--- config.mk ---
export PLATFORM = sky130hd
export DESIGN_NAME = gated_timer
export DESIGN_NICKNAME = d
export VERILOG_FILES = /design/src/design/timer_pkg.sv /design/src/design/gated_timer.sv /design/src/design/tick_prescaler.sv
export SDC_FILE = /design/constraint.sdc
export NUM_CORES = 1
export LEC_CHECK = 0
export BUFFER_PORTS_ARGS = -buffer_cell sky130_fd_sc_hd__buf_2
export CAP_MARGIN = 10
export CORE_MARGIN = 4
export CORE_UTILIZATION = 55
export DETAILED_ROUTE_END_ITERATION = 16
export GPL_ROUTABILITY_DRIVEN = 0
export GPL_TIMING_DRIVEN = 0
export PLACE_DENSITY = 0.86
export RECOVER_POWER = 50
export SLEW_MARGIN = 20
export SYNTH_ARGS = -nofsm -noshare
export SYNTH_HDL_FRONTEND = slang
export SYNTH_SLANG_ARGS = --single-unit
--- constraint.sdc ---
create_clock -name clk_i -period 5.13 [get_ports clk_i]
set_input_delay 0.2565 -clock clk_i [delete_from_list [all_inputs] [get_ports clk_i]]
set_output_delay 0.2565 -clock clk_i [all_outputs]
set_load 0.05 [all_outputs]
--- src/design/timer_pkg.sv ---
/*
 Constants of the gated 16-bit timer: register offsets, field positions,
 reset values and clock source and gate source codes.
 Assumes a classic Wishbone slave with 32-bit data, 8-bit registers in the low byte.
*/
// What this block does
// - Clock source field picks instruction, system, pin.
// - Pin source: pin edges, or crystal when enabled.
// - Prescale field divides input by 1,2,4,8.
// - Bit 3 enables the low-power oscillator.
// - Bit 2 clear synchronises external clock input.
// - Timer-on enables; off stops and clears toggle.
// - Gate enable ignored when off, else gates counting.
// - Gate polarity selects active gate level.
// - Toggle mode toggles on gate rise; off clears.
// - Single-pulse mode bit enables single-pulse gating.
// - Software arms go bit; hardware clears on completion.
// - Gate value bit reads live gate, read-only.
// - Gate source field picks pin, overflow, comparators.
// - Power-on reset zeroes bits; other resets keep.
// - Control bit 1 reads zero, ignores writes.
// - Count rolls FFFF to 0000, sets overflow flag.
// - Trailing pulse edge clears go, blocks counting.
// - Gate value falling edge sets gate event flag.
package timer_pkg;
   // Byte addresses
   localparam logic [7:0] ADR_CLOCK_CTRL = 8'h00;
   localparam logic [7:0] ADR_GATE_CTRL  = 8'h04;
   localparam logic [7:0] ADR_COUNT_LOW  = 8'h08;
   localparam logic [7:0] ADR_COUNT_HIGH = 8'h0C;
   localparam logic [7:0] ADR_FLAGS      = 8'h10;

   // Clock control fields
   localparam int CS_POS     = 6;
   localparam int PS_POS     = 4;
   localparam int OSCEN_BIT  = 3;
   localparam int NOSYNC_BIT = 2;
   localparam int ON_BIT     = 0;
   localparam logic [7:0] CLOCK_CTRL_MASK  = 8'hFD;
   localparam logic [7:0] CLOCK_CTRL_RESET = 8'h00;

   // Gate control fields
   localparam int GE_BIT   = 7;
   localparam int GPOL_BIT = 6;
   localparam int GTM_BIT  = 5;
   localparam int GSPM_BIT = 4;
   localparam int GO_BIT   = 3;
   localparam int GVAL_BIT = 2;
   localparam int GSS_POS  = 0;
   localparam logic [7:0] GATE_CTRL_MASK  = 8'hF3;
   localparam logic [7:0] GATE_CTRL_RESET = 8'h00;

   // Flag register fields, write one to clear
   localparam int OVF_BIT  = 0;
   localparam int GEVT_BIT = 1;

   localparam logic [15:0] COUNT_RESET = 16'h0000;
   localparam logic [15:0] COUNT_MAX   = 16'hFFFF;
   localparam logic [1:0]  INST_DIV_LAST = 2'h3;

   localparam logic [1:0] CS_INSTR    = 2'h0;
   localparam logic [1:0] CS_SYSTEM   = 2'h1;
   localparam logic [1:0] CS_PIN      = 2'h2;
   localparam logic [1:0] GSS_PIN     = 2'h0;
   localparam logic [1:0] GSS_T0_OVF  = 2'h1;
   localparam logic [1:0] GSS_COMP1   = 2'h2;
   localparam logic [1:0] GSS_COMP2   = 2'h3;
endpackage

--- src/design/gated_timer.sv ---
/*
 Gated 16-bit timer with clock select, prescaler, gate source, polarity,
 toggle and single-pulse gating, and a classic Wishbone register slave.
 Assumes pins are synchronous to clk_i, the system clock, except the external clock pin while bit 2 is clear.
*/
// The Wishbone interface to the registers and the address map were chosen for this implementation.
`timescale 1ns/1ns
module gated_timer
   import timer_pkg::*;
(
   input  wire logic        clk_i,
   input  wire logic        rst_i,
   input  wire logic        other_reset_i,
   input  wire logic        ce_i,
   input  wire logic        cyc_i,
   input  wire logic        stb_i,
   input  wire logic        we_i,
   input  wire logic [7:0]  adr_i,
   input  wire logic [3:0]  sel_i,
   input  wire logic [31:0] dat_i,
   output logic [31:0]      dat_o,
   output logic             ack_o,
   input  wire logic        external_clock_pin_i,
   input  wire logic        crystal_in_pin_i,
   output logic             crystal_out_pin_o,
   output logic             low_power_osc_enable_o,
   input  wire logic        gate_pin_i,
   input  wire logic        timer0_overflow_i,
   input  wire logic        comparator_one_output_i,
   input  wire logic        comparator_two_output_i,
   output logic             overflow_flag_o,
   output logic             gate_event_flag_o,
   output logic [15:0]      count_o
);
   typedef struct packed {
      logic [7:0]  clock_ctrl;
      logic [7:0]  gate_ctrl;
      logic [15:0] count;
      logic        ovf;
      logic        gevt;
      logic [1:0]  inst_div;
      logic        sync1;
      logic        sync2;
      logic        sync_prev;
      logic        raw_prev;
      logic        xtal_prev;
      logic        xtal_out;
      logic        gpol_prev;
      logic        toggle_ff;
      logic        gt_prev;
      logic        gval_prev;
      logic        ack;
      logic [31:0] rdata;
   } timer_state_t;

   timer_state_t s;
   timer_state_t next_s;

   logic       req, commit, wr;
   logic       wr_clock, wr_gate, wr_low, wr_high, wr_flags;
   logic       on, osc_en, no_sync, ge, gpol_bit, gtm, gspm, go;
   logic [1:0] cs, ps, gss;
   logic       inst_tick, pin_tick, src_tick, pre_pulse, step;
   logic       gsrc, gpol, gt, gval, go_done_hw;
   logic       ovf_set, gevt_set;
   logic [7:0] rd_byte;

   assign on       = s.clock_ctrl[ON_BIT];
   assign osc_en   = s.clock_ctrl[OSCEN_BIT];
   assign no_sync  = s.clock_ctrl[NOSYNC_BIT];
   assign cs       = s.clock_ctrl[CS_POS +: 2];
   assign ps       = s.clock_ctrl[PS_POS +: 2];
   assign ge       = s.gate_ctrl[GE_BIT];
   assign gpol_bit = s.gate_ctrl[GPOL_BIT];
   assign gtm      = s.gate_ctrl[GTM_BIT];
   assign gspm     = s.gate_ctrl[GSPM_BIT];
   assign go       = s.gate_ctrl[GO_BIT];
   assign gss      = s.gate_ctrl[GSS_POS +: 2];

   // Write lands on the edge where the master sees ack
   assign req      = cyc_i && stb_i;
   assign commit   = req && s.ack;
   assign wr       = commit && we_i && sel_i[0];
   assign wr_clock = wr && (adr_i == ADR_CLOCK_CTRL);
   assign wr_gate  = wr && (adr_i == ADR_GATE_CTRL);
   assign wr_low   = wr && (adr_i == ADR_COUNT_LOW);
   assign wr_high  = wr && (adr_i == ADR_COUNT_HIGH);
   assign wr_flags = wr && (adr_i == ADR_FLAGS);

   // Counting clock sources
   assign inst_tick = (s.inst_div == INST_DIV_LAST);
   always_comb begin
      if (osc_en) begin
         pin_tick = crystal_in_pin_i && !s.xtal_prev;
      end else if (no_sync) begin
         pin_tick = external_clock_pin_i && !s.raw_prev;
      end else begin
         pin_tick = s.sync2 && !s.sync_prev;
      end
      case (cs)
         CS_INSTR:  src_tick = inst_tick;
         CS_SYSTEM: src_tick = 1'b1;
         CS_PIN:    src_tick = pin_tick;
         default:   src_tick = 1'b0;
      endcase
   end

   // Clearing on count writes keeps a stale partial divide out of the new count
   tick_prescaler #(
      .WIDTH (3)
   ) u_prescaler (
      .clk_i   (clk_i),
      .rst_i   (rst_i),
      .ce_i    (ce_i),
      .clear_i (other_reset_i || wr_low || wr_high || !on),
      .tick_i  (src_tick),
      .ratio_i (ps),
      .pulse_o (pre_pulse)
   );

   // Gate path
   always_comb begin
      case (gss)
         GSS_PIN:    gsrc = gate_pin_i;
         GSS_T0_OVF: gsrc = timer0_overflow_i;
         GSS_COMP1:  gsrc = comparator_one_output_i;
         GSS_COMP2:  gsrc = comparator_two_output_i;
         default:    gsrc = gate_pin_i;
      endcase
   end
   assign gpol = gpol_bit ? gsrc : !gsrc;
   assign gt   = gtm ? s.toggle_ff : gpol;
   assign gval = gspm ? (go && gt) : gt;
   assign go_done_hw = gspm && go && s.gt_prev && !gt;
   assign step = pre_pulse && on && (!ge || gval);
   assign ovf_set  = step && (s.count == COUNT_MAX) && !wr_low && !wr_high;
   assign gevt_set = s.gval_prev && !gval;

   always_comb begin
      case (adr_i)
         ADR_CLOCK_CTRL: rd_byte = s.clock_ctrl & CLOCK_CTRL_MASK;
         ADR_GATE_CTRL:  rd_byte = {s.gate_ctrl[7:3], gval, s.gate_ctrl[1:0]};
         ADR_COUNT_LOW:  rd_byte = s.count[7:0];
         ADR_COUNT_HIGH: rd_byte = s.count[15:8];
         ADR_FLAGS:      rd_byte = {6'h00, s.gevt, s.ovf};
         default:        rd_byte = 8'h00;
      endcase
   end

   always_comb begin
      next_s = s;
      next_s.ack = req && !s.ack;
      if (req && !s.ack) begin
         next_s.rdata = {24'h000000, rd_byte};
      end
      next_s.inst_div  = s.inst_div + 2'h1;
      next_s.sync1     = external_clock_pin_i;
      next_s.sync2     = s.sync1;
      next_s.sync_prev = s.sync2;
      next_s.raw_prev  = external_clock_pin_i;
      next_s.xtal_prev = crystal_in_pin_i;
      next_s.xtal_out  = osc_en && !crystal_in_pin_i;
      next_s.gpol_prev = gpol;
      next_s.gt_prev   = gt;
      next_s.gval_prev = gval;
      if (wr_clock) begin
         next_s.clock_ctrl = dat_i[7:0] & CLOCK_CTRL_MASK;
      end
      // Software set of go wins over a completing pulse in the same cycle
      if (wr_gate) begin
         next_s.gate_ctrl = (dat_i[7:0] & GATE_CTRL_MASK) | {4'h0, dat_i[GO_BIT], 3'h0};
         if (go_done_hw && !dat_i[GO_BIT]) begin
            next_s.gate_ctrl[GO_BIT] = 1'b0;
         end
      end else if (go_done_hw) begin
         next_s.gate_ctrl[GO_BIT] = 1'b0;
      end
      if (!gtm || !on) begin
         next_s.toggle_ff = 1'b0;
      end else if (gpol && !s.gpol_prev) begin
         next_s.toggle_ff = !s.toggle_ff;
      end
      if (wr_low) begin
         next_s.count = {s.count[15:8], dat_i[7:0]};
      end else if (wr_high) begin
         next_s.count = {dat_i[7:0], s.count[7:0]};
      end else if (step) begin
         next_s.count = s.count + 16'h0001;
      end
      next_s.ovf  = (s.ovf && !(wr_flags && dat_i[OVF_BIT])) || ovf_set;
      next_s.gevt = (s.gevt && !(wr_flags && dat_i[GEVT_BIT])) || gevt_set;
      if (other_reset_i) begin
         next_s.inst_div  = 2'h0;
         next_s.toggle_ff = 1'b0;
         next_s.ack       = 1'b0;
      end
   end

   always_ff @(posedge clk_i) begin
      if (rst_i) begin
         s <= '0;
         s.clock_ctrl <= CLOCK_CTRL_RESET;
         s.gate_ctrl  <= GATE_CTRL_RESET;
         s.count      <= COUNT_RESET;
      end else if (ce_i) begin
         s <= next_s;
      end
   end

   assign dat_o                  = s.rdata;
   assign ack_o                  = s.ack;
   assign crystal_out_pin_o      = s.xtal_out;
   assign low_power_osc_enable_o = osc_en;
   assign overflow_flag_o        = s.ovf;
   assign gate_event_flag_o      = s.gevt;
   assign count_o                = s.count;

   unused_bit_a: assert property (@(posedge clk_i) disable iff (rst_i)
      (ce_i && req && !s.ack && adr_i == ADR_CLOCK_CTRL) |=> (dat_o[1] == 1'b0))
      else $error("unimplemented control bit read nonzero");

   count_step_a: assert property (@(posedge clk_i) disable iff (rst_i)
      (ce_i && step && !wr_low && !wr_high) |=> (s.count == $past(s.count) + 16'h0001))
      else $error("count did not advance by one");

   count_hold_a: assert property (@(posedge clk_i) disable iff (rst_i)
      (!on && !wr_low && !wr_high) |=> $stable(s.count))
      else $error("count moved while timer off");

   rollover_flag_a: assert property (@(posedge clk_i) disable iff (rst_i)
      (ce_i && ovf_set) |=> (s.count == 16'h0000 && overflow_flag_o))
      else $error("rollover did not set overflow flag");

   gate_fall_a: assert property (@(posedge clk_i) disable iff (rst_i)
      (ce_i && s.gval_prev && !gval) |=> gate_event_flag_o)
      else $error("gate fall missed event flag");

   go_clear_a: assert property (@(posedge clk_i) disable iff (rst_i)
      (ce_i && go_done_hw && !wr_gate) |=> (!s.gate_ctrl[GO_BIT] && !(step && ge && gspm)))
      else $error("single pulse did not complete");

   toggle_clear_a: assert property (@(posedge clk_i) disable iff (rst_i)
      (ce_i && (!gtm || !on)) |=> (s.toggle_ff == 1'b0))
      else $error("toggle flop not cleared");

   reserved_src_a: assert property (@(posedge clk_i) disable iff (rst_i)
      (cs == 2'h3) |-> !src_tick)
      else $error("reserved clock source produced ticks");

   ack_once_a: assert property (@(posedge clk_i) disable iff (rst_i)
      (ce_i && ack_o) |=> !ack_o)
      else $error("ack held for two cycles");

   por_clear_a: assert property (@(posedge clk_i)
      rst_i |=> (s.clock_ctrl == 8'h00 && s.gate_ctrl == 8'h00))
      else $error("power-on reset left control bits set");

   src_system_a: assert property (@(posedge clk_i) disable iff (rst_i)
      (cs == CS_SYSTEM) |-> src_tick)
      else $error("system clock source missed a tick");

   src_instr_a: assert property (@(posedge clk_i) disable iff (rst_i)
      (ce_i && !other_reset_i && cs == CS_INSTR && src_tick) |=> (cs != CS_INSTR || !src_tick))
      else $error("instruction clock ticked twice in a row");

   osc_out_a: assert property (@(posedge clk_i) disable iff (rst_i)
      (ce_i && !osc_en) |=> !crystal_out_pin_o)
      else $error("crystal driven with oscillator off");

   off_no_step_a: assert property (@(posedge clk_i) disable iff (rst_i)
      !on |-> !step)
      else $error("count step while timer off");

   gate_ignored_a: assert property (@(posedge clk_i) disable iff (rst_i)
      (on && !ge) |-> (step == pre_pulse))
      else $error("gate held count with gate disabled");

   gate_blocks_a: assert property (@(posedge clk_i) disable iff (rst_i)
      (ge && !gval) |-> !step)
      else $error("count step with gate closed");

   polarity_a: assert property (@(posedge clk_i) disable iff (rst_i)
      (!gtm && !gspm) |-> (gval == (gsrc ~^ gpol_bit)))
      else $error("gate level ignores polarity");

   toggle_flip_a: assert property (@(posedge clk_i) disable iff (rst_i)
      (ce_i && !other_reset_i && on && gtm && gpol && !s.gpol_prev)
         |=> (s.toggle_ff != $past(s.toggle_ff)))
      else $error("toggle flop missed a gate rise");

   pulse_block_a: assert property (@(posedge clk_i) disable iff (rst_i)
      (gspm && !go) |-> !gval)
      else $error("gate open with single pulse not armed");

   gval_read_a: assert property (@(posedge clk_i) disable iff (rst_i)
      (ce_i && req && !s.ack && adr_i == ADR_GATE_CTRL) |=> (dat_o[GVAL_BIT] == $past(gval)))
      else $error("gate value read back wrong");

   flag_rise_a: assert property (@(posedge clk_i) disable iff (rst_i)
      (ce_i && !ovf_set && !overflow_flag_o) |=> !overflow_flag_o)
      else $error("overflow flag rose without rollover");

   count_low_a: assert property (@(posedge clk_i) disable iff (rst_i)
      (ce_i && wr_low) |=> (s.count[7:0] == $past(dat_i[7:0])))
      else $error("low count byte write lost");

   count_high_a: assert property (@(posedge clk_i) disable iff (rst_i)
      (ce_i && wr_high) |=> (s.count[15:8] == $past(dat_i[7:0])))
      else $error("high count byte write lost");

   ack_answer_a: assert property (@(posedge clk_i) disable iff (rst_i)
      (ce_i && !other_reset_i && req && !ack_o) |=> ack_o)
      else $error("request not acknowledged");
endmodule

--- src/design/tick_prescaler.sv ---
/*
 Prescaler for the timer's selected input ticks: passes one tick in 1, 2, 4 or 8.
 Assumes ticks are one-cycle pulses in the clk_i domain.
*/
`timescale 1ns/1ns
module tick_prescaler
   import timer_pkg::*;
#(
   parameter int WIDTH = 3
) (
   input  wire logic       clk_i,
   input  wire logic       rst_i,
   input  wire logic       ce_i,
   input  wire logic       clear_i,
   input  wire logic       tick_i,
   input  wire logic [1:0] ratio_i,
   output logic            pulse_o
);
   typedef struct packed {
      logic [WIDTH-1:0] cnt;
   } pre_state_t;

   pre_state_t s;
   pre_state_t next_s;
   logic [WIDTH-1:0] last;

   always_comb begin
      last = WIDTH'((1 << ratio_i) - 1);
      next_s = s;
      pulse_o = tick_i && (s.cnt >= last);
      if (clear_i) begin
         next_s.cnt = '0;
      end else if (pulse_o) begin
         next_s.cnt = '0;
      end else if (tick_i) begin
         next_s.cnt = s.cnt + WIDTH'(1);
      end
   end

   always_ff @(posedge clk_i) begin
      if (rst_i) begin
         s <= '0;
      end else if (ce_i) begin
         s <= next_s;
      end
   end
endmodule

==> impl_metrics.yaml, run 1 <==
run_status:
  status: "finished, final reports clean"
power:
  cellPowerDensity_nw_per_um2: 191
  peakVddDrop_uv: 148
  power_leakage_nw: 1.70
drt:
  drt_pass1_iterations: 6
  antenna_left: 0
  post-route-drc-count: 0
  drt_iter0_drc: 615
  num_vias: 3711
  wl_per_cell_um: 17.2
  drt-total-wl_mm: 10.5
  detail_route.vias_per_cell: 6.07
synthesis:
  ys_ff_latch: 55
  number_of_standard_cells_after_synthesis: 447
  yosys.cell_types.count: 67
  synth.yosys.seq_area_share: 0.301
  async_sr_flop_fraction: 0
  synth_area_um2: 3660
  synth-edff-count: 0
  yosysWarningCount: 0
  synth.avg_cell_area_um2: 8.19
  yosys_most_used_dff: "sky130_fd_sc_hd__dfxtp_1"
cts:
  cts_post_setup_buffers_inserted: 0
  clock_sink_count: 55
  holdBufCountCts: 0
  cts_root_buf: "sky130_fd_sc_hd__clkbuf_8"
  clk_pin_slew_ps: 100
  cts_tree: "done"
  ctsResizeCount: 0
  cts.htree.levels: 2
  clk_latency_ps: 310
  cts_inserted_buffers: 5
  cts.path.max_buffers: 2
floorplan:
  die_w_um: 89.6
  fp-row-count: 29
  chipHeight_um: 89.6
  floorplan.die_area_um2: 8030
  design.core.area_um2: 6420
  initial_utilization: 0.570
  io_pins: 110
final_layout:
  most-common-layout-cells: "sky130_fd_sc_hd__dfxtp_1 (55), sky130_fd_sc_hd__nor2_1 (52), sky130_fd_sc_hd__buf_4 (49), sky130_fd_sc_hd__clkbuf_1 (46), sky130_fd_sc_hd__mux2i_1 (37)"
  area_delta_synth_final_pct: 13.9
  finish.cell_count_without_fillers: 611
  final_cell_area_um2: 4170
  drive_above_1_share: 0.193
  commonest_non_fill_non_tap_cell_in_the_layout: "sky130_fd_sc_hd__dfxtp_1"
  final_net_count: 596
  fin_util: 0.649
  antennaDiodeCount: 0
place:
  dp_hpwl_mm: 8.00
  placement.cell_area_um2: 4130
  port-buffer-count: 56
  post-place-cells: 603
sta:
  timing.final.max_slew_violations: 0
  tightestPinTransition_ps: 679
  rsz_0062_raised_after_global_routing: "no"
  final.setup_skew_ps: 5.51
  layout_worst_path_cycle_share: 0.514
  final-hold-violation-count: 0
  max_clock_freq_mhz: 379
  setup_viol_count_final: 0
  setup-tns-final_ps: 0
  max_slew_margin: 0.547
  whs_ps: 188
  final.min_clock_period_ps: 2640
setup_path:
  cp_cell_sequence: "or2_2, ha_1, nand2b_1, a31oi_1, nand4bb_1, nor4_2, buf_2, a21oi_1, a311oi_1"
  type_of_the_setup_path_with_the_least_slack: "flop to flop"
  start_kind: "flop"
  cp_data_arrival_time_ps: 2850
  critical_path.max_stage_delay_ps: 390
  cp_max_fo: 10
  worst_ep_required_time_ps: 5340
  worst_setup_path_end_kind: "flop"
  timing.critical_path.slowest_stage_cell: "sky130_fd_sc_hd__nor4_2"
min_path:
  worstHoldPathType: "input port to flop"
grt:
  overflow: 0
  grt_pass1_wl_mm: 16.0
  grt_usage: 0.260
  grt_antenna_before_repair: 0
  first_global_vias: 3158
  grt_max_degree: 17
job:
  cap_violations: 0
[worst max-delay path: cells and delay by family (launching register included)]
kind | cells | cell delay (ps)
adder cells (fa/ha/maj) | 1 | 260
AND/OR/NAND/NOR | 4 | 1110
AO/OA/AOI/OAI | 3 | 510
buffers and inverters | 1 | 290
flip-flops | 1 | 360
[report_power, final]
| group | total [mW] | switching, mW | leakage (nW) | internal, mW |
|---|---|---|---|---|
| Combinational | 0.123 | 0.0880 | 1.22 | 0.0353 |
| Sequential | 0.433 | 0.00262 | 0.444 | 0.430 |
| Clock | 0.240 | 0.144 | 0.0412 | 0.0959 |
| Total | 0.796 | 0.235 | 1.70 | 0.562 |
[cell usage after synthesis, drive strengths merged, types with 3 or more instances]
cell | count | area (µm²)
nor3 | 14 | 109
nor2b | 4 | 25.0
o22ai | 4 | 25.0
nor2 | 52 | 195
nand3 | 16 | 80.1
dfxtp | 55 | 1100
nand2 | 35 | 134
nand4 | 9 | 56.3
mux2i | 37 | 370
buf | 58 | 417
a211oi | 8 | 60.1
inv | 8 | 30.0
o21ai | 9 | 45.0
nor4b | 4 | 35.0
and3 | 8 | 50.1
o41ai | 4 | 35.0
xnor2 | 3 | 26.3
a21oi | 23 | 115
a31oi | 4 | 25.0
nand3b | 3 | 22.5
or2 | 5 | 31.3
nand2b | 9 | 56.3
clkbuf | 11 | 41.3
ha | 6 | 75.1
a22oi | 10 | 75.1
o2111ai | 4 | 35.0
mux2 | 3 | 33.8
o31ai | 5 | 37.5
[area by class of cell]
type	instances	area, µm²
Buffer	69	457
Clock buffer	6	72.6
Clock inverter	2	12.5
Fill cell	571	2250
Inverter	9	33.8
Multi-Input combinational cell	337	2160
Sequential cell	55	1100
Tap cell	77	96.3
Timing Repair Buffer	56	241
[path summary, 6_finish.rpt]
kind                                        from  slack [ps]                             end  cells past startpoint
setup / recovery              ps[1]$_SDFFE_PP0P_        2490        count_o[13]$_SDFFE_PP0P_                      9
hold / removal              external_clock_pin_i         190              s[39]$_SDFFE_PP0P_                      3
setup reg to reg              ps[1]$_SDFFE_PP0P_        2490        count_o[13]$_SDFFE_PP0P_                      9
hold reg to reg   crystal_out_pin_o$_SDFFE_PP0P_         460  crystal_out_pin_o$_SDFFE_PP0P_                      2
[layer usage]
metal	global-route usage	routed length [µm]	vias up
met3	0.0529	1280	50
met4	0.0988	409	0
met5	0	0	-
li1	-	-	1717
met1	0.343	4050	1682
met2	0.418	4780	262
[state kept, by name, summed over array words and instances (netlist names), 2 cells and up]
name,count
u_prescaler.s,3
dat_o,8
count_o,16
ps,2
gss,2
s,9
cs,2
[cell families (layout without fill, tap and decap cells)]
| logic type | count (synthesis) | after routing | share of synthesized area |
|---|---|---|---|
| AND/OR/NAND/NOR | 174 | 174 | 0.254 |
| AO/OA/AOI/OAI | 87 | 87 | 0.162 |
| buffers and inverters | 78 | 142 | 0.134 |
| flip-flops | 55 | 55 | 0.301 |
| multiplexers | 41 | 41 | 0.117 |
| adder cells (fa/ha/maj) | 6 | 6 | 0.0205 |
| XOR/XNOR | 5 | 5 | 0.0120 |
| other | 1 | 24 | 0.00102 |
[metrics by stage]
stage                     setup slack (ps)  power [mW]
after floorplan                       2860       0.531
after global placement                2630       0.561
after detailed placement              2550       0.563
after CTS                             2540       0.794
after global routing                  2320       0.825
final                                 2490       0.796
Power figures use the tool's default switching activity.
==> run 2, diff against run 1 <==
- ABC_AREA: unset -> 1
- CORE_UTILIZATION: 55 -> 47
- PLACE_DENSITY: 0.86 -> 0.79
- clock period: 5.13 -> 2.24 ns (I/O delays scaled with it)
==> run 2 against run 1 <==
Effect of this change:
- die area grew 17%
- largest power group unchanged
- via count up 0.78%
- sequential share of layout area is 0.53 points lower
- hold slack got worse by 120 ps
- global-route usage down 6.7 points
- final cell count increased by 20%
- flip-flop and latch count stayed put
- count of clock-buffer cells in the layout is 1 lower
- highest routed layer unchanged
- critical path type unchanged
- cell area increased by 2.2%
- register-to-register slack got worse by 2400 ps
==> impl_metrics.yaml, run 2 <==
floorplan:
  floorplan.die_area_um2: 9360
  initial_utilization: 0.481
  design.core.area_um2: 7690
  fp-row-count: 32
  die_w_um: 96.7
  chipHeight_um: 96.7
  io_pins: 110
cts:
  cts_post_setup_buffers_inserted: 0
  cts_root_buf: "sky130_fd_sc_hd__clkbuf_8"
  cts.htree.levels: 2
  cts.path.max_buffers: 2
  cts_inserted_buffers: 5
  clk_latency_ps: 310
  holdBufCountCts: 0
  clock_sink_count: 55
  cts_tree: "done"
  ctsResizeCount: 1
  clk_pin_slew_ps: 100
setup_path:
  critical_path.startpoint: "ps[1]$_SDFFE_PP0P_"
  cp_max_fo: 10
  r2r_start: "ps[1]$_SDFFE_PP0P_"
  cp_data_arrival_time_ps: 2330
  timing.critical_path.slowest_stage_cell: "sky130_fd_sc_hd__dfxtp_1"
  cp_cell_sequence: "or2_2, ha_1, nand3_1, o211ai_1, nand3_2, nor2_4, nand3_2, nand2_4, buf_6, nand3_1, nand2_1, nor2_1"
  type_of_the_setup_path_with_the_least_slack: "flop to flop"
  start_kind: "flop"
  worst_ep_required_time_ps: 2450
  critical_path.max_stage_delay_ps: 370
  worst_setup_path_end_kind: "flop"
grt:
  grt_max_degree: 19
  first_global_vias: 3328
  grt_usage: 0.193
  grt_pass1_wl_mm: 15.3
  overflow: 0
  grt_antenna_before_repair: 0
synthesis:
  synth.yosys.seq_area_share: 0.298
  ys_ff_latch: 55
  synth-edff-count: 0
  synth_area_um2: 3700
  number_of_standard_cells_after_synthesis: 545
  yosysWarningCount: 0
  synth.avg_cell_area_um2: 6.79
  synth_top_cell_by_area: "sky130_fd_sc_hd__dfxtp_1"
  leading_cell_type_by_number_of_instances_after_synthesis: "sky130_fd_sc_hd__nand2_1"
  synthTopCellsByArea: "sky130_fd_sc_hd__dfxtp_1 (30%), sky130_fd_sc_hd__nand2_1 (12%), sky130_fd_sc_hd__buf_4 (9.7%)"
  yosys_most_used_dff: "sky130_fd_sc_hd__dfxtp_1"
  netlist_top_cells_count: "sky130_fd_sc_hd__nand2_1 (114), sky130_fd_sc_hd__inv_1 (61), sky130_fd_sc_hd__a21oi_1 (55), sky130_fd_sc_hd__dfxtp_1 (55), sky130_fd_sc_hd__buf_4 (48)"
  synth_top_cell_area_share: 0.298
  yosys.cell_types.count: 43
  async_sr_flop_fraction: 0
final_layout:
  final_net_count: 694
  antennaDiodeCount: 0
  most-common-layout-cells: "sky130_fd_sc_hd__nand2_1 (114), sky130_fd_sc_hd__inv_1 (61), sky130_fd_sc_hd__a21oi_1 (55), sky130_fd_sc_hd__dfxtp_1 (54), sky130_fd_sc_hd__buf_4 (48)"
  largest_register_ff_count: 16
  filler_cell_count: 796
  area_delta_synth_final_pct: 15.2
  drive_above_1_share: 0.198
  commonest_non_fill_non_tap_cell_in_the_layout: "sky130_fd_sc_hd__nand2_1"
drt:
  post-route-drc-count: 0
  num_vias: 3740
  drt_pass1_iterations: 6
  antenna_left: 0
  drt_iter0_drc: 316
  drt-total-wl_mm: 9.71
  detail_route.vias_per_cell: 5.10
  wl_per_cell_um: 13.2
sta:
  tightestPinTransition_ps: 925
  max_clock_freq_mhz: 474
  final-hold-violation-count: 0
  final.setup_skew_ps: 7.31
  setup_viol_count_final: 0
  rsz_0062_raised_after_global_routing: "no"
  timing.final.max_slew_violations: 0
  whs_ps: 68.8
  setup-tns-final_ps: 0
  layout_worst_path_cycle_share: 0.943
  max_slew_margin: 0.378
  final.min_clock_period_ps: 2110
power:
  peakVddDrop_uv: 280
  power_leakage_nw: 1.90
  cellPowerDensity_nw_per_um2: 434
run_status:
  status: "finished, final reports clean"
min_path:
  hold_start: "crystal_in_pin_i"
  worstHoldPathType: "input port to flop"
job:
  cap_violations: 0
place:
  port-buffer-count: 56
  dp_hpwl_mm: 7.55
[run 2: final cells by class]
class	instances	area (µm²)	area share
Buffer	62	437	0.102
Clock buffer	5	68.8	0.0162
Clock inverter	3	23.8	0.00558
Inverter	65	249	0.0584
Multi-Input combinational cell	386	2010	0.471
Sequential cell	55	1100	0.259
Tap cell	102	128	0.0300
Timing Repair Buffer	56	244	0.0573
[run 2: final timing paths]
| path | endpoint | slack, ps | depth (start not counted) |
|---|---|---|---|
| max | count_o[0]$_SDFFE_PP0P_ | 130 | 12 |
| min | s[38]$_SDFFE_PP0P_ | 70 | 3 |
| max reg2reg | count_o[0]$_SDFFE_PP0P_ | 130 | 12 |
| min reg2reg | dat_o[7]$_SDFFE_PP0P_ | 470 | 2 |
[run 2: logic make-up (layout without fill, tap and decap cells)]
kind of cell    after synthesis  count (layout)  synth area share
xor+xnor                      9               9            0.0213
compound gates              115             115             0.165
buf+inv                     127             191             0.186
simple gates                232             232             0.309
flops                        55              55             0.298
other cells                   1              24           0.00101
fa+ha+maj                     6               6            0.0203
[run 2: per-layer routing]
layer	part of all wire	up-vias	track usage
li1	-	1875	-
met1	0.44	1673	0.254
met2	0.46	169	0.313
met3	0.075	23	0.0368
met4	0.023	0	0.0724
met5	0	-	0
[run 2: through the flow]
stage	worst slack, ps	utilization	area, µm²	power (mW)	cells
2_1_floorplan	359	-	3790	1.23	568
3_3_place_gp	42.9	0.546	4190	1.29	726
3_5_place_dp	32.7	0.546	4190	1.29	726
4_1_cts	62.6	0.558	4290	1.87	734
5_1_grt	24.5	0.554	4260	1.92	734
6_report	128	0.554	4260	1.85	734
[run 2: worst max-delay path, delay by kind of cell (launching register included)]
kind            cells  cell delay, ps
compound gates      1             110
fa+ha+maj           1             270
simple gates        9            1110
flops               1             370
buf+inv             1             150
[run 2: power breakdown]
group          switching, mW  internal [mW]  total (mW)
Clock                  0.349          0.227       0.575
Sequential           0.00735          0.991       0.999
Combinational          0.197         0.0774       0.275
Total                  0.553           1.30        1.85
==> run 3, diff against run 2 <==
- ABC_AREA: 1 -> unset
- CORE_UTILIZATION: 47 -> 52
- PLACE_DENSITY: 0.79 -> 0.83
- clock period: 2.24 -> 2.17 ns (I/O delays scaled with it)
==> run 3 against run 2 <==
Effect of this change:
- the flow now finishes with violations (setup timing)
- core utilization grew 10 points
- clock skew grew 7.3 ps
- final cell count shrank 13%
- clock power grew 6.1%
- register-to-register slack lost 280 ps
- power grew 4.6%
- sequential share of layout area shrank 1.3 points
- critical path type unchanged
==> impl_metrics.yaml, run 3 (synthesized netlist as in run 1, its figures left out) <==
run_status:
  status: "complete, but fails checks"
  violations: "setup timing"
sta:
  final-hold-violation-count: 0
  setup_viol_count_final: 13
  tightestPinTransition_ps: 700
  final.setup_skew_ps: 14.6
  timing.final.max_slew_violations: 0
  final.min_clock_period_ps: 2320
  whs_ps: 43.7
  layout_worst_path_cycle_share: 1.07
  fin_ws_ps: -148
  max_clock_freq_mhz: 431
  rsz_0062_raised_after_global_routing: "yes"
  max_slew_margin: 0.533
setup_path:
  cpLargestDelayFamily: "simple AND/OR/NAND/NOR gates"
  timing.critical_path.slowest_stage_cell: "sky130_fd_sc_hd__dfxtp_2"
  start_kind: "flop"
  critical_path.max_stage_delay_ps: 340
  worst_ep_required_time_ps: 2410
  worst_setup_path_end_kind: "flop"
  path_common_cell: "sky130_fd_sc_hd__buf_6"
  type_of_the_setup_path_with_the_least_slack: "flop to flop"
  cp_max_fo: 5
  cp_data_arrival_time_ps: 2560
  combined_buffer_and_inverter_count_along_the_critical_path: 2
  cp_cell_sequence: "or2_4, ha_4, nand2b_4, a31oi_4, nand4bb_4, buf_6, nor4_4, buf_6, nand4_1, a211oi_2"
final_layout:
  area_delta_synth_final_pct: 22.8
  final_cell_area_um2: 4500
  largest_register_ff_count: 16
  commonest_non_fill_non_tap_cell_in_the_layout: "sky130_fd_sc_hd__buf_4"
  finish.cell_count_without_fillers: 641
  final_net_count: 607
  most-common-layout-cells: "sky130_fd_sc_hd__buf_4 (60), sky130_fd_sc_hd__dfxtp_1 (53), sky130_fd_sc_hd__nor2_1 (50), sky130_fd_sc_hd__clkbuf_1 (40), sky130_fd_sc_hd__mux2i_1 (36)"
  drive_above_1_share: 0.261
  filler_cell_count: 589
  antennaDiodeCount: 0
drt:
  detail_route.vias_per_cell: 6.09
  drt-total-wl_mm: 11.5
  drt_iter0_drc: 487
  drt_pass1_iterations: 8
  wl_per_cell_um: 17.9
  post-route-drc-count: 0
  num_vias: 3901
  antenna_left: 0
job:
  cap_violations: 0
floorplan:
  floorplan.die_area_um2: 8450
  io_pins: 110
  chipHeight_um: 91.9
  initial_utilization: 0.536
  design.core.area_um2: 6830
  fp-row-count: 30
  die_w_um: 91.9
power:
  cellPowerDensity_nw_per_um2: 430
  power_leakage_nw: 1.83
  peakVddDrop_uv: 284
grt:
  grt_max_degree: 19
  grt_usage: 0.255
  grt_antenna_before_repair: 0
  overflow: 0
  grt_pass1_wl_mm: 17.4
  first_global_vias: 3549
place:
  placement.cell_area_um2: 4170
  placement.setup.worst_slack_ps: -253
  port-buffer-count: 56
  dp_hpwl_mm: 8.20
  post-place-cells: 622
cts:
  clk_pin_slew_ps: 110
  clock_sink_count: 55
  cts_inserted_buffers: 5
  cts.htree.levels: 2
  cts_tree: "done"
  cts.path.max_buffers: 2
  clk_latency_ps: 330
  cts_root_buf: "sky130_fd_sc_hd__clkbuf_8"
min_path:
  worstHoldPathType: "input port to flop"
run 3: changes by cell type in the layout (fill, tap and decap cells not counted), moves of 12 or more:
| cell | delta |
|---|---|
| sky130_fd_sc_hd__o21ai_0 | -36 |
| sky130_fd_sc_hd__a21oi_1 | -33 |
| sky130_fd_sc_hd__buf_4 | +12 |
| sky130_fd_sc_hd__mux2i_1 | +36 |
| sky130_fd_sc_hd__nand3_1 | -21 |
| sky130_fd_sc_hd__inv_1 | -53 |
| sky130_fd_sc_hd__nor2_1 | +19 |
| sky130_fd_sc_hd__nand2_1 | -81 |
run 3: what timing repair did:
action                                  in CTS  in global routing
pin swaps                                   17                  5
hold buffers                                 0                  0
resized for setup                           21                 16
setup buffers                                8                  4
endpoints found under the setup margin      17                 18
gates cloned                                 1                  0
run 3: worst paths after layout:
check | end | startpoint | depth (start not counted) | slack, ps
setup / recovery | count_o[11]$_SDFFE_PP0P_ | ps[1]$_SDFFE_PP0P_ | 10 | -150
hold / removal | s[39]$_SDFFE_PP0P_ | external_clock_pin_i | 3 | 40
setup reg to reg | count_o[11]$_SDFFE_PP0P_ | ps[1]$_SDFFE_PP0P_ | 10 | -150
hold reg to reg | crystal_out_pin_o$_SDFFE_PP0P_ | crystal_out_pin_o$_SDFFE_PP0P_ | 2 | 470
run 3: area by class of cell:
type / instances / area, µm² / share of cell area
Multi-Input combinational cell: 337 / 2350 / 0.523
Inverter: 9 / 33.8 / 0.00751
Sequential cell: 55 / 1100 / 0.245
Buffer: 68 / 460 / 0.102
Tap cell: 96 / 120 / 0.0267
Timing Repair Buffer: 68 / 338 / 0.0751
Clock inverter: 3 / 22.5 / 0.00501
Clock buffer: 5 / 68.8 / 0.0153
run 3: power by group:
| part | leakage [nW] | total (mW) | internal (mW) | switching (mW) |
|---|---|---|---|---|
| Sequential | 0.445 | 1.02 | 1.02 | 0.00633 |
| Combinational | 1.33 | 0.299 | 0.0854 | 0.213 |
| Clock | 0.0485 | 0.610 | 0.233 | 0.378 |
| Total | 1.83 | 1.93 | 1.34 | 0.597 |
run 3: stage by stage:
step | power (mW) | setup TNS [ps] | util
final | 1.93 | -795 | 0.658
after global routing | 1.98 | -2120 | 0.658
after CTS | 1.92 | -96.9 | 0.652
after detailed placement | 1.33 | -2440 | 0.610
after global placement | 1.33 | -1840 | 0.610
after floorplan | 1.26 | 0 | -
run 3: worst min-delay path, cell delays in order:
cell and delay [ps]:
sky130_fd_sc_hd__buf_2 90, sky130_fd_sc_hd__mux2i_1 60, sky130_fd_sc_hd__nor2_1 70
run 3: layer usage:
layer | global-route usage | up-vias | wire, µm
li1 | - | 1737 | -
met1 | 0.320 | 1776 | 4220
met2 | 0.430 | 319 | 5380
met3 | 0.0435 | 69 | 1330
met4 | 0.111 | 0 | 559
met5 | 0 | - | 0
